<file path="src/hdl/sleep_pkg.sv">
// Constants for the sleep mode and reset control block
// Function
// - Six software selectable sleep modes, each with its own gating of clocks.
// - Idle halts the CPU; memory, timers, SPI and interrupts keep running.
// - Power-down keeps registers, stops oscillator; only interrupt or reset wakes.
// - Power-save is power-down with the asynchronous timer still running.
// - Converter noise reduction halts CPU and I/O except interrupts, async timer and converter.
// - Standby keeps the main oscillator running, everything else sleeps.
// - Extended standby keeps main oscillator and asynchronous timer running.
// - Any active reset tristates all port pins, even with no clock.
// - Low reset input resets the device without a clock; short pulses may not.
package sleep_pkg;

  localparam int PORT_W = 32;
  localparam int GATE_W = 8;

  // Sleep mode select codes
  localparam logic [2:0] MODE_IDLE = 3'h0;
  localparam logic [2:0] MODE_ADC_NR = 3'h1;
  localparam logic [2:0] MODE_PDOWN = 3'h2;
  localparam logic [2:0] MODE_PSAVE = 3'h3;
  localparam logic [2:0] MODE_STANDBY = 3'h6;
  localparam logic [2:0] MODE_EXT_STANDBY = 3'h7;

  // Gate vector bit positions
  localparam int G_CPU = 0;
  localparam int G_MEM = 1;
  localparam int G_TIMER = 2;
  localparam int G_SPI = 3;
  localparam int G_IRQ = 4;
  localparam int G_ASYNC = 5;
  localparam int G_ADC = 6;
  localparam int G_OSC = 7;

  // Gate vectors per mode, bit order osc adc async irq spi timer mem cpu
  localparam logic [7:0] GATES_ACTIVE = 8'hFF;
  localparam logic [7:0] GATES_IDLE = 8'hFE;
  localparam logic [7:0] GATES_ADC_NR = 8'hF0;
  localparam logic [7:0] GATES_PDOWN = 8'h00;
  localparam logic [7:0] GATES_PSAVE = 8'h20;
  localparam logic [7:0] GATES_STANDBY = 8'h80;
  localparam logic [7:0] GATES_EXT_STANDBY = 8'hA0;

  // Reset values
  localparam logic [PORT_W-1:0] PORT_OE_RST = 32'h0000_0000;
  localparam logic [PORT_W-1:0] PORT_DATA_RST = 32'h0000_0000;
  localparam logic [2:0] MODE_RST = 3'h0;

  // Timing counts in clock cycles
  localparam int RST_HOLD_CYC = 16;
  localparam int OSC_START_SLOW_CYC = 64;
  localparam int OSC_START_FAST_CYC = 6;
  localparam logic [7:0] RST_HOLD_CNT = 8'(RST_HOLD_CYC);
  localparam logic [7:0] START_SLOW_CNT = 8'(OSC_START_SLOW_CYC);
  localparam logic [7:0] START_FAST_CNT = 8'(OSC_START_FAST_CYC);

  typedef enum logic [1:0] {
    ST_ACTIVE = 2'b00,
    ST_SLEEP = 2'b01,
    ST_START = 2'b10
  } pwr_state_e;

endpackage : sleep_pkg
</file>
<file path="src/hdl/reset_stretch.sv">
// Reset combiner and release stretcher
module reset_stretch
  import sleep_pkg::*;
(
  input wire logic clock_in,
  input wire logic rst_in,
  input wire logic clk_en_in,
  input wire logic ext_reset_n_in,
  output logic hold_out
);

  logic arst;
  logic sync1_r;
  logic sync2_r;
  logic [7:0] cnt_r;

  // Pin low asserts at once, no clock needed
  assign arst = rst_in | ~ext_reset_n_in;

  ////////////////////////////////////////////////////////////////
  // Release synchroniser
  always_ff @(posedge clock_in or posedge arst) begin
    if (arst) begin
      sync1_r <= 1'b0;
      sync2_r <= 1'b0;
    end else if (clk_en_in) begin
      sync1_r <= 1'b1;
      sync2_r <= sync1_r;
    end
  end

  ////////////////////////////////////////////////////////////////
  // Hold counter
  always_ff @(posedge clock_in or posedge arst) begin
    if (arst) begin
      cnt_r <= 8'h00;
      hold_out <= 1'b1;
    end else if (clk_en_in && sync2_r) begin
      if (cnt_r != RST_HOLD_CNT) begin
        cnt_r <= cnt_r + 8'h01;
      end else begin
        hold_out <= 1'b0;
      end
    end
  end

endmodule : reset_stretch

</file>
<file path="src/hdl/sleep_ctrl.sv">
// Sleep mode sequencer, clock gating and reset pin release
module sleep_ctrl
  import sleep_pkg::*;
(
  input wire logic clock_in,
  input wire logic rst_in,
  input wire logic clk_en_in,
  input wire logic ext_reset_n_in,
  input wire logic sleep_enable_in,
  input wire logic [2:0] sleep_mode_in,
  input wire logic sleep_req_in,
  input wire logic wake_irq_in,
  input wire logic [PORT_W-1:0] port_data_in,
  input wire logic [PORT_W-1:0] port_oe_in,
  output logic device_reset_out,
  output logic cpu_clk_en_out,
  output logic mem_clk_en_out,
  output logic timer_clk_en_out,
  output logic spi_clk_en_out,
  output logic irq_clk_en_out,
  output logic async_timer_en_out,
  output logic adc_clk_en_out,
  output logic osc_en_out,
  output logic sleeping_out,
  output logic [2:0] active_mode_out,
  output logic [PORT_W-1:0] port_data_out,
  output logic [PORT_W-1:0] port_oe_out
);

  pwr_state_e state_r;
  pwr_state_e state_nxt;
  logic hold;
  logic [7:0] start_cnt_r;
  logic [7:0] start_cnt_nxt;
  logic [2:0] mode_r;
  logic [GATE_W-1:0] gates_r;
  logic [GATE_W-1:0] gates_nxt;
  logic sleep_take;

  ////////////////////////////////////////////////////////////////
  // Mode decode
  function automatic logic mode_valid(input logic [2:0] m);
    case (m)
      MODE_IDLE, MODE_ADC_NR, MODE_PDOWN, MODE_PSAVE, MODE_STANDBY, MODE_EXT_STANDBY: begin
        mode_valid = 1'b1;
      end
      default: begin
        mode_valid = 1'b0;
      end
    endcase
  endfunction : mode_valid

  function automatic logic [GATE_W-1:0] mode_gates(input logic [2:0] m);
    case (m)
      MODE_IDLE: begin
        mode_gates = GATES_IDLE;
      end
      MODE_ADC_NR: begin
        mode_gates = GATES_ADC_NR;
      end
      MODE_PDOWN: begin
        mode_gates = GATES_PDOWN;
      end
      MODE_PSAVE: begin
        mode_gates = GATES_PSAVE;
      end
      MODE_STANDBY: begin
        mode_gates = GATES_STANDBY;
      end
      MODE_EXT_STANDBY: begin
        mode_gates = GATES_EXT_STANDBY;
      end
      default: begin
        mode_gates = GATES_ACTIVE;
      end
    endcase
  endfunction : mode_gates

  function automatic logic [7:0] start_count(input logic osc_on);
    if (osc_on) begin
      start_count = START_FAST_CNT;
    end else begin
      start_count = START_SLOW_CNT;
    end
  endfunction : start_count

  ////////////////////////////////////////////////////////////////
  // Reset combiner
  reset_stretch i_reset_stretch (
    .clock_in(clock_in),
    .rst_in(rst_in),
    .clk_en_in(clk_en_in),
    .ext_reset_n_in(ext_reset_n_in),
    .hold_out(hold)
  );

  assign device_reset_out = hold;

  ////////////////////////////////////////////////////////////////
  // Sequencer
  assign sleep_take = sleep_req_in && sleep_enable_in && mode_valid(sleep_mode_in);

  always_comb begin
    state_nxt = state_r;
    start_cnt_nxt = start_cnt_r;
    gates_nxt = gates_r;
    case (state_r)
      ST_ACTIVE: begin
        if (sleep_take) begin
          state_nxt = ST_SLEEP;
          gates_nxt = mode_gates(sleep_mode_in);
        end
      end
      ST_SLEEP: begin
        if (wake_irq_in) begin
          state_nxt = ST_START;
          gates_nxt[G_OSC] = 1'b1;
          start_cnt_nxt = start_count(gates_r[G_OSC]);
        end
      end
      ST_START: begin
        if (start_cnt_r <= 8'h01) begin
          state_nxt = ST_ACTIVE;
          gates_nxt = GATES_ACTIVE;
          start_cnt_nxt = 8'h00;
        end else begin
          start_cnt_nxt = start_cnt_r - 8'h01;
        end
      end
      default: begin
        state_nxt = ST_ACTIVE;
        gates_nxt = GATES_ACTIVE;
        start_cnt_nxt = 8'h00;
      end
    endcase
  end

  always_ff @(posedge clock_in or posedge hold) begin
    if (hold) begin
      state_r <= ST_ACTIVE;
    end else if (clk_en_in) begin
      state_r <= state_nxt;
    end
  end

  ////////////////////////////////////////////////////////////////
  // Oscillator start counter
  always_ff @(posedge clock_in or posedge hold) begin
    if (hold) begin
      start_cnt_r <= 8'h00;
    end else if (clk_en_in) begin
      start_cnt_r <= start_cnt_nxt;
    end
  end

  ////////////////////////////////////////////////////////////////
  // Gate vector of the current mode
  always_ff @(posedge clock_in or posedge hold) begin
    if (hold) begin
      gates_r <= GATES_ACTIVE;
    end else if (clk_en_in) begin
      gates_r <= gates_nxt;
    end
  end

  always_ff @(posedge clock_in or posedge hold) begin
    if (hold) begin
      mode_r <= MODE_RST;
    end else if (clk_en_in && state_r == ST_ACTIVE && sleep_take) begin
      mode_r <= sleep_mode_in;
    end
  end

  ////////////////////////////////////////////////////////////////
  // Registered gate outputs
  always_ff @(posedge clock_in or posedge hold) begin
    if (hold) begin
      cpu_clk_en_out <= 1'b1;
      mem_clk_en_out <= 1'b1;
      timer_clk_en_out <= 1'b1;
      spi_clk_en_out <= 1'b1;
      irq_clk_en_out <= 1'b1;
      async_timer_en_out <= 1'b1;
      adc_clk_en_out <= 1'b1;
      osc_en_out <= 1'b1;
    end else if (clk_en_in) begin
      cpu_clk_en_out <= gates_nxt[G_CPU] && state_nxt == ST_ACTIVE;
      mem_clk_en_out <= gates_nxt[G_MEM];
      timer_clk_en_out <= gates_nxt[G_TIMER];
      spi_clk_en_out <= gates_nxt[G_SPI];
      irq_clk_en_out <= gates_nxt[G_IRQ];
      async_timer_en_out <= gates_nxt[G_ASYNC];
      adc_clk_en_out <= gates_nxt[G_ADC];
      osc_en_out <= gates_nxt[G_OSC];
    end
  end

  ////////////////////////////////////////////////////////////////
  // Registered status outputs
  always_ff @(posedge clock_in or posedge hold) begin
    if (hold) begin
      sleeping_out <= 1'b0;
      active_mode_out <= MODE_RST;
    end else if (clk_en_in) begin
      sleeping_out <= state_nxt != ST_ACTIVE;
      active_mode_out <= (state_r == ST_ACTIVE && sleep_take) ? sleep_mode_in : mode_r;
    end
  end

  ////////////////////////////////////////////////////////////////
  // Port pins, released while any reset is active
  always_ff @(posedge clock_in or posedge hold) begin
    if (hold) begin
      port_oe_out <= PORT_OE_RST;
    end else if (clk_en_in) begin
      port_oe_out <= port_oe_in;
    end
  end

  always_ff @(posedge clock_in or posedge hold) begin
    if (hold) begin
      port_data_out <= PORT_DATA_RST;
    end else if (clk_en_in) begin
      port_data_out <= port_data_in;
    end
  end

endmodule : sleep_ctrl

</file>
<file path="config.mk">
export PLATFORM = sky130hd
export DESIGN_NAME = sleep_ctrl
export DESIGN_NICKNAME = d
export VERILOG_FILES = /design/src/hdl/sleep_pkg.sv /design/src/hdl/reset_stretch.sv /design/src/hdl/sleep_ctrl.sv
export SDC_FILE = /design/constraint.sdc
export NUM_CORES = 1
export LEC_CHECK = 0
export BUFFER_PORTS_ARGS = -buffer_cell sky130_fd_sc_hd__buf_2
export CAP_MARGIN = 20
export CORE_UTILIZATION = 50
export CTS_CLUSTER_SIZE = 28
export DETAILED_ROUTE_END_ITERATION = 8
export PLACE_DENSITY = 0.79
export SYNTH_ARGS = -nofsm -noshare
export SYNTH_HDL_FRONTEND = slang
export SYNTH_SLANG_ARGS = --single-unit
</file>
<file path="constraint.sdc">
create_clock -name clock_in -period 3.05 [get_ports clock_in]
set_input_delay 0.4575 -clock clock_in [delete_from_list [all_inputs] [get_ports clock_in]]
set_output_delay 0.4575 -clock clock_in [all_outputs]
set_load 0.01 [all_outputs]
</file>
Word level (Yosys, flattened, before mapping)
Index checks and enable logic that the tools add are counted. Widths: inputs -> output; s select.

Flip-flop bits (word level): 108. Bits in latches: 0. RAM bits: 0. Bits in read-only memories: 0. Bits of input ports: 74. Output and inout port bits: 77. Word-level logic and storage cells: 67. Memories: 0.

Add/sub/neg operators: 2. Multiply operators: 0. Divide/modulo/power cells: 0. Order comparisons: 1. Eq/ne operators: 9. Shifts and indexed selects: 0. Mux-type cells: 16. Bitwise logic cells: 4. Reductions and logical operators: 15.

Operators by type and width (number): $pmux 8 s6 (1); $mux 8 (4); $pmux 8 s3 (1); $pmux 7 s3 (1); $add 8x1->8 const B (1); $le 8x1->1 const B (1); $ne 8x5->1 const B (1); $sub 8x1->8 const B (1); $logic_and 1x1->1 (7); $mux 7 (1); $eq 3x2->1 const B (2); $eq 3x3->1 const B (2); $mux 2 (3); $pmux 2 s3 (1); $reduce_or 6->1 (1); $logic_not 2->1 (2); $reduce_and 2->1 (2); $eq 3x1->1 const B (1); $logic_not 3->1 (1); $mux 3 (1); $not 1->1 (3); $pmux 1 s3 (1); $reduce_and 3->1 (1); $eq 2x1->1 const B (1); 5 further kinds (6).

Logic depth before layout (Yosys ltp)
Gate-level depths: netlist of run 1.

Word-level depth: 8. Depth in mapped cells: 7.

By module
From an unflattened synthesis of run 1, not the netlist that was laid out.

Cell total of the unflattened synthesis: 338. Area, all modules: 4411.7 µm².

By module, submodules not included: sleep_ctrl (times used 1, cells each 296, area an instance 3882.5 µm², seq. area each 2263.4 µm²); reset_stretch (times used 1, cells each 42, area an instance 529.3 µm², seq. area each 276.5 µm²).

Worst setup path after synthesis of run 1
No wires, ideal clock.

Path type: reg2reg. Start point: reg, netlist name i_reset_stretch.hold_out. End point: reg i_reset_stretch.hold_out. Arrival: 2.284 ns. Required time: 2.842 ns. Slack: 0.558 ns. Cell stages (with the launch flop): 3. Path buffers: 0. Clock period less this slack: 2.492 ns. Cell sequence: dfstp_2 inv_1 a41oi_1.

RTL lines: end signal, assigned (line reset_stretch.sv:37) `hold_out <= 1'b1;`; end signal, assigned (line reset_stretch.sv:42) `hold_out <= 1'b0;`; end, declared (line reset_stretch.sv:9) `output logic hold_out`.

Final worst setup path of run 1
Start point: reg start_cnt_r[2]. End point: reg sleeping_out.

Longest elaborated chain between the ends: 4.

RTL lines: start, declared (line sleep_ctrl.sv:33) `logic [7:0] start_cnt_r;`; start signal, assigned (line sleep_ctrl.sv:152) `start_cnt_r <= start_cnt_nxt;`; $le 8x1->1 (line sleep_ctrl.sv:122) `if (start_cnt_r <= 8'h01) begin`; $mux 2 (line sleep_ctrl.sv:122); $pmux 2 s3 (line sleep_ctrl.sv:107) `case (state_r)`; $reduce_bool 2->1 (line sleep_ctrl.sv:205) `sleeping_out <= state_nxt != ST_ACTIVE;`; end signal, assigned (line sleep_ctrl.sv:202) `sleeping_out <= 1'b0;`; end signal, assigned (line sleep_ctrl.sv:205); end, declared (line sleep_ctrl.sv:24) `output logic sleeping_out,`.

No other way between the ends. A chain may end at the register's enable or synchronous reset.

==> impl_summary.txt, run 1 <==
----------------------------------------------------
[Synthesis]
  Fraction of post-synthesis cell area in the top cell type by area ... approximately 53%
  Sequential area share after synthesis ... 59.43%
  Syn Std Cell Area ... around 4300 sq um
  Number of enable-type register cells in the synthesized netlist ... 0
  Count of yosys warnings during synthesis ... 0
  Most used DFF post-synth ... dfrtp_1
  Mean Syn Cell Area ... around 13 sq um
  Number of standard cells after synthesis ... about 320
  Number of distinct library cell variants in the gate-level netlist after synthesis ... between 40 and 50
  Area leader, netlist ... dfrtp_1
  Number of register bits inferred by synthesis ... 101
  Net count after synthesis ... approximately 410
  Top post-synthesis cells by count ... dfrtp_1 (91), mux2_2 (68), o21ai_0 (17)
  Largest cells by area after synthesis ... dfrtp_1 (53%), mux2_2 (18%), dfstp_2 (6.1%)
  Share of async-settable or async-resettable flops after synthesis ... 100.0%
  Most frequent cell after synthesis ... dfrtp_1

[Timing]
  Setup Skew ... around 0.017 ns
  Setup violation total in the final timing report ... 0
  Number of hold violations in the final report ... 0
  Worst Tran Pin Value ... around 0.95 ns
  Ratio of final minimum period to clock period ... slightly above 70%
  F_max ... between 0.4 and 0.5 GHz
  Setup repair after global routing missed its margin ... false
  Crit path time final ... between 2 and 2.5 ns
  Total negative slack for setup checks ... 0 ns
  Total count of max-transition violations in the final report ... 0
  Hold WS ... 0.2868 ns
  Max-slew headroom ... a little over a third

[Layout]
  # nets final ... 560
  Final non-filler cell total ... roughly 590
  Fill cell instance count of the final layout ... 652
  Area Growth Syn to Fin ... 25.44%
  Proportion of layout cells with a drive suffix above 1 ... approximately 52%
  Core occupancy in the finished layout ... between 60 and 70%
  Antenna cell count ... 0

[Critical path]
  Endpoint kind of the worst setup timing path ... flip-flop
  Total buffers and inverters traversed by the critical path ... 0
  Number of stages on the worst setup path ... 5
  Required time reported for the critical path endpoint ... 3.30 ns
  Crit path cell chain ... or4_4 -> o31ai_4 -> a311oi_1 -> o21bai_1 -> mux2_4
  Worst r2r src ... start_cnt_r[2]$_DFFE_PP0P_
  Top cell family by delay on the critical path ... compound AO/OA/AOI/OAI gates
  Worst setup path class ... reg2reg
  Critical path launch point ... start_cnt_r[2]$_DFFE_PP0P_
  Sort of element at the start of the critical path ... flip-flop
  Last element of the critical path ... sleeping_out$_DFFE_PP0P_
  FF-to-FF End ... sleeping_out$_DFFE_PP0P_
  Worst Reg2Reg Path Length in Cells ... 5
  Minimum setup slack among reg-to-reg paths ... between 0.8 and 0.9 ns
  Cell with the largest stage delay on the worst path ... or4_4
  Worst Path Max Fanout ... 6
  Signal arrival time at the worst endpoint ... roughly 2.4 ns
  Delay of the slowest cell on the worst path ... approximately 0.6 ns

[Global route]
  Number of global-route vias before repair ... approximately 3200
  Antenna violations before repair ... 0
  Largest net degree at the start of global routing ... 53
  GRT Residual Overflow ... 0
  Gr usage total ... 20.93%
  First-pass GRT wire length ... between 10 and 15 mm

[Clocking]
  CTS H-tree depth ... 3
  Total clock buffers created by CTS ... 9
  Clock-pin slew of the registers on the worst-case setup and hold paths ... approximately 0.10 ns
  Clock latency on the worst-skew pair ... about 0.36 ns
  Post-CTS Resized ... 0
  TritonCTS clock tree ... yes
  Hold-fix buffers, CTS ... 0
  Clock Tree Root ... clkbuf_8
  Maximum root-to-sink buffer count ... 2
  Postcts setup bufs ... 0
  Clock net sink count ... a little over 100

[Pwr]
  Design Power ... just over 4000 uW
  Pleak ... ~0.0026 uW
  Highest ir drop seen on vdd ... around 0.00046 V
  PD cells ... between 700 and 800 nW/um^2

[Drt]
  Total Routed Length ... between 9 and 10 mm
  Post-DR wirelength/cell ... approximately 15 microns
  Remaining antenna violation count ... 0
  Overall via count from detail_route ... around 3200
  First-pass detailed-route iteration total ... 4
  Remaining DRCs ... 0
  Vias per std cell ... approximately 5.4
  Count of routing violations after the opening detailed-route iteration ... ~120

[Floorplanning]
  Starting Density ... just over 50%
  Vert. Die Dim ... approximately 94 microns
  Number of I/O pins ... between 150 and 200
  Floorplan die area ... 8922 sq um
  Number of cell rows ... 33
  Floorplan die width ... roughly 94 microns
  Placeable core region ... a little over 8000 sq um

[Placed design]
  Number of port buffers ... 150
  Placed cell count ... between 500 and 600
  Placer Congestion ... 0.8613
  Placed wire-length estimate ... 6.648 mm

[Job]
  Number of maximum-capacitance violations ... 0

[Min path]
  Path class of the lowest-slack min-delay path ... reg2async

[Run status]
  Run status ... finished clean

----------------------------------------------------
[flip-flops by register name, indices dropped and copies added (netlist names), 2 cells and up]
name,count
gates_r,8
start_cnt_r,8
port_data_out,32
state_r,2
mode_r,3
active_mode_out,3
port_oe_out,32
i_reset_stretch.cnt_r,8
[per-stage QoR]
step	instance area (sq um)	worst slack (ns)
after floorplan	4274	0.3259
after global placement	5137	0.9273
after detailed placement	5137	0.8457
after CTS	5361	0.8818
after global routing	5361	0.7218
final	5361	0.8646
[layout by cell type (no fill, tap or decap), types with 8 or more instances in the layout]
cell,count
dfstp_2,10
a21oi_1,12
mux2_2,68
clkbuf_8,9
nor2_1,14
buf_2,149
o21ai_0,17
ha_1,8
inv_1,10
nand2_1,14
dfrtp_1,91
[area by class of cell]
type / count / area [sq um] / area share (%)
tap: 105 / 131.4 / 2.450
sequential: 101 / 2540 / 47.37
multi-input combinational: 202 / 1648 / 30.74
timing repair buffer: 153 / 775.7 / 14.47
clock inverter: 7 / 100.1 / 1.867
clock buffer: 9 / 123.9 / 2.310
inverter: 11 / 42.54 / 0.7935
[power by group]
| group | switching (uW) | internal [uW] |
|---|---|---|
| registers | 201 | 1610 |
| logic | 808 | 520 |
| clock network | 508 | 408 |
| total | 1520 | 2540 |
[cell families (layout without fill, tap and decap cells)]
group | Yosys count | after routing | share of synthesized area (%)
compound gates | 53 | 53 | 8.314
xor+xnor | 7 | 7 | 1.434
fa+ha+maj | 8 | 8 | 2.342
buf+inv | 21 | 180 | 2.020
flops | 101 | 101 | 59.43
mux | 72 | 72 | 18.97
simple gates | 62 | 62 | 7.494
[worst min path at each step]
| stage | endpoint | startpoint | slack [ns] | cells after the start |
|---|---|---|---|---|
| detailed placement | port_data_out[28]$_DFFE_PP0P_ | i_reset_stretch.hold_out$_DFFE_PP1P_ | 0.30 | 1 |
| finish | port_data_out[27]$_DFFE_PP0P_ | i_reset_stretch.hold_out$_DFFE_PP1P_ | 0.29 | 1 |
| global placement | port_data_out[28]$_DFFE_PP0P_ | i_reset_stretch.hold_out$_DFFE_PP1P_ | 0.31 | 1 |
| CTS | port_oe_out[17]$_DFFE_PP0P_ | port_oe_in[17] | 0.30 | 2 |
| global route | port_oe_out[16]$_DFFE_PP0P_ | port_oe_in[16] | 0.30 | 2 |
| floorplan | i_reset_stretch.sync1_r$_DFFE_PP0P_ | i_reset_stretch.sync1_r$_DFFE_PP0P_ | 0.43 | 1 |
[metal layers]
| metal | vias up | GRT usage [%] | share of wire (%) |
|---|---|---|---|
| li1 | 1467 | - | - |
| met1 | 1605 | 25.57 | 40 |
| met2 | 92 | 37.32 | 54 |
| met3 | 5 | 4.428 | 4.8 |
| met4 | 0 | 5.934 | 0.79 |
| met5 | - | 0 | 0 |
(Power assumes the default switching activity.)
==> inputs of run 2 (changes only) <==
Settings changed: CORE_UTILIZATION 50 to 45, PLACE_DENSITY 0.79 to 0.75.
Clock period 3.05 ns to 1.9 ns, I/O delays scaled along.
==> impl_summary.txt, run 2 (same netlist as run 1, synthesis figures left out) <==
----------------------------------------------------
[Clocking]
  Clock-pin slew of the registers on the worst-case setup and hold paths ... roughly 0.10 ns
  Clock net sink count ... 101
  Maximum root-to-sink buffer count ... 2
  CTS H-tree depth ... 3
  Total clock buffers created by CTS ... 9
  Clock Tree Root ... clkbuf_8
  TritonCTS clock tree ... yes
  Clock latency on the worst-skew pair ... 0.36 ns

[Global route]
  First-pass GRT wire length ... about 15 mm
  Gr usage total ... a little under a fifth
  Met2 Use GR ... about a third
  Largest net degree at the start of global routing ... a little under 50
  Number of global-route vias before repair ... 3249
  Most heavily used metal layer in global routing ... met2
  Antenna violations before repair ... 0
  Met1 demand-to-capacity share in global routing ... about a quarter
  GRT Residual Overflow ... 0
  Met3 GRT Util ... between 5 and 6%

[Pwr]
  Design Power ... around 6800 uW
  Pleak ... about 0.0027 uW
  PD cells ... ~1200 nW/um^2
  Highest ir drop seen on vdd ... between 0.0006 and 0.0007 V

[Placed design]
  Number of port buffers ... 150
  Standard cell area after detailed placement ... 5320 sq um
  Placed wire-length estimate ... around 6.6 mm
  Placed cell count ... between 600 and 700
  Placer Congestion ... roughly 0.88

[Layout]
  Most frequent cells in the layout ... buf_2 (149), dfrtp_1 (91), mux2_2 (68), buf_4 (24)
  Non-Filler Cell Area, Final ... roughly 5600 sq um
  Registers with the most flip-flops ... port_data_out x32, port_oe_out x32
  Area Growth Syn to Fin ... 31.65%
  Antenna cell count ... 0
  Final non-filler cell total ... roughly 630
  Fill cell instance count of the final layout ... 767
  Proportion of layout cells with a drive suffix above 1 ... between 50% and 60%
  # nets final ... between 500 and 600
  Most frequent standard cell in the layout excluding fill and tap cells ... buf_2

[Timing]
  Crit path time final ... between 1.5 and 2 ns
  Max-slew headroom ... 64.39%
  Number of hold violations in the final report ... 0
  F_max ... slightly above 0.5 GHz
  Worst Tran Pin Value ... 0.5342 ns
  Ratio of final minimum period to clock period ... 102.1%
  Total negative slack for setup checks ... -0.03929 ns
  Setup Skew ... between 0.009 and 0.01 ns
  Hold WS ... 0.1431 ns
  Slack of the critical path ... -0.03929 ns
  Total count of max-transition violations in the final report ... 0
  Setup violation total in the final timing report ... 1
  Setup repair after global routing missed its margin ... true

[Floorplanning]
  Placeable core region ... 9240 sq um
  Number of I/O pins ... approximately 150
  Number of cell rows ... 35
  Starting Density ... 46.26%
  Vert. Die Dim ... approximately 99 microns
  Floorplan die area ... between 9000 and 10000 sq um
  Floorplan die width ... slightly below 100 microns

[Drt]
  Overall via count from detail_route ... 3202
  Remaining antenna violation count ... 0
  Remaining DRCs ... 0
  Post-DR wirelength/cell ... 14.46 microns
  Vias per std cell ... roughly 5
  Total Routed Length ... between 9 and 10 mm
  First-pass detailed-route iteration total ... 4
  Count of routing violations after the opening detailed-route iteration ... a little over 100

[Critical path]
  Delay of the slowest cell on the worst path ... ~0.6 ns
  Signal arrival time at the worst endpoint ... ~2.2 ns
  Sort of element at the start of the critical path ... flip-flop
  Crit path cell chain ... or4_4 -> o31ai_4 -> a311oi_2 -> o21bai_4 -> mux2_4
  Cell with the largest stage delay on the worst path ... or4_4
  Worst Path Max Fanout ... 4
  Required time reported for the critical path endpoint ... ~2.2 ns
  Endpoint kind of the worst setup timing path ... flip-flop
  Worst setup path class ... reg2reg

[Run status]
  Failing checks ... setup timing
  Run status ... finished with violations

[Job]
  Number of maximum-capacitance violations ... 0

[Min path]
  Path class of the lowest-slack min-delay path ... in2reg

----------------------------------------------------
run 2: cell type report:
| class | instances | area, sq um | share of cell area, % |
|---|---|---|---|
| Tap cell | 129 | 161.4 | 2.869 |
| Sequential cell | 101 | 2540 | 45.14 |
| Multi-Input combinational cell | 202 | 1708 | 30.35 |
| Inverter | 11 | 45.04 | 0.8005 |
| Clock buffer | 9 | 123.9 | 2.201 |
| Clock inverter | 6 | 82.58 | 1.468 |
| Timing Repair Buffer | 176 | 965.9 | 17.17 |
run 2: stage by stage:
step / setup slack, ns / utilization [%]
2_1_floorplan: -0.5131 / -
3_3_place_gp: 0.03563 / 57.58
3_5_place_dp: -0.05016 / 57.58
4_1_cts: -0.02030 / 60.09
5_1_grt: -0.1239 / 60.89
6_report: -0.03929 / 60.89
run 2: repair_timing:
action / CTS / global route
pin swaps: 0 / 3
resized for setup: 1 / 13
buffers inserted: 0 / 4
setup endpoints to repair: 4 / 18
endpoints found under the hold margin: 10 / 0
hold buffers: 2 / 0
run 2: final timing paths:
check / from / endpoint / slack, ns / cells after the start
hold reg to reg: i_reset_stretch.hold_out$_DFFE_PP1P_ / sleeping_out$_DFFE_PP0P_ / 0.35 / 2
hold / removal: port_data_in[19] / port_data_out[19]$_DFFE_PP0P_ / 0.14 / 2
max in group asynchronous: ext_reset_n_in / i_reset_stretch.hold_out$_DFFE_PP1P_ / 0.63 / 5
min in group asynchronous: i_reset_stretch.hold_out$_DFFE_PP1P_ / sleeping_out$_DFFE_PP0P_ / 0.35 / 2
setup reg to reg: start_cnt_r[5]$_DFFE_PP0P_ / sleeping_out$_DFFE_PP0P_ / -0.04 / 5
setup / recovery: start_cnt_r[5]$_DFFE_PP0P_ / sleeping_out$_DFFE_PP0P_ / -0.04 / 5
run 2: report_power, final:
group | internal (uW) | switching, uW
combinational | 1060 | 1430
clock | 629 | 781
sequential | 2590 | 290
total | 4280 | 2500
run 2: worst max-delay path: cells and delay by family, from the launching register on:
family | cells | cell delay (ns)
muxes | 1 | 0.26
and+or+nand+nor | 1 | 0.59
DFF | 1 | 0.39
AOI/OAI and AO/OA | 3 | 0.59
run 2: metal layers:
| metal | vias to the layer above | share of wire [%] |
|---|---|---|
| met5 | - | 0 |
| met4 | 0 | 0.67 |
| met3 | 4 | 5.1 |
| met2 | 89 | 51 |
| met1 | 1587 | 43 |
| li1 | 1522 | - |
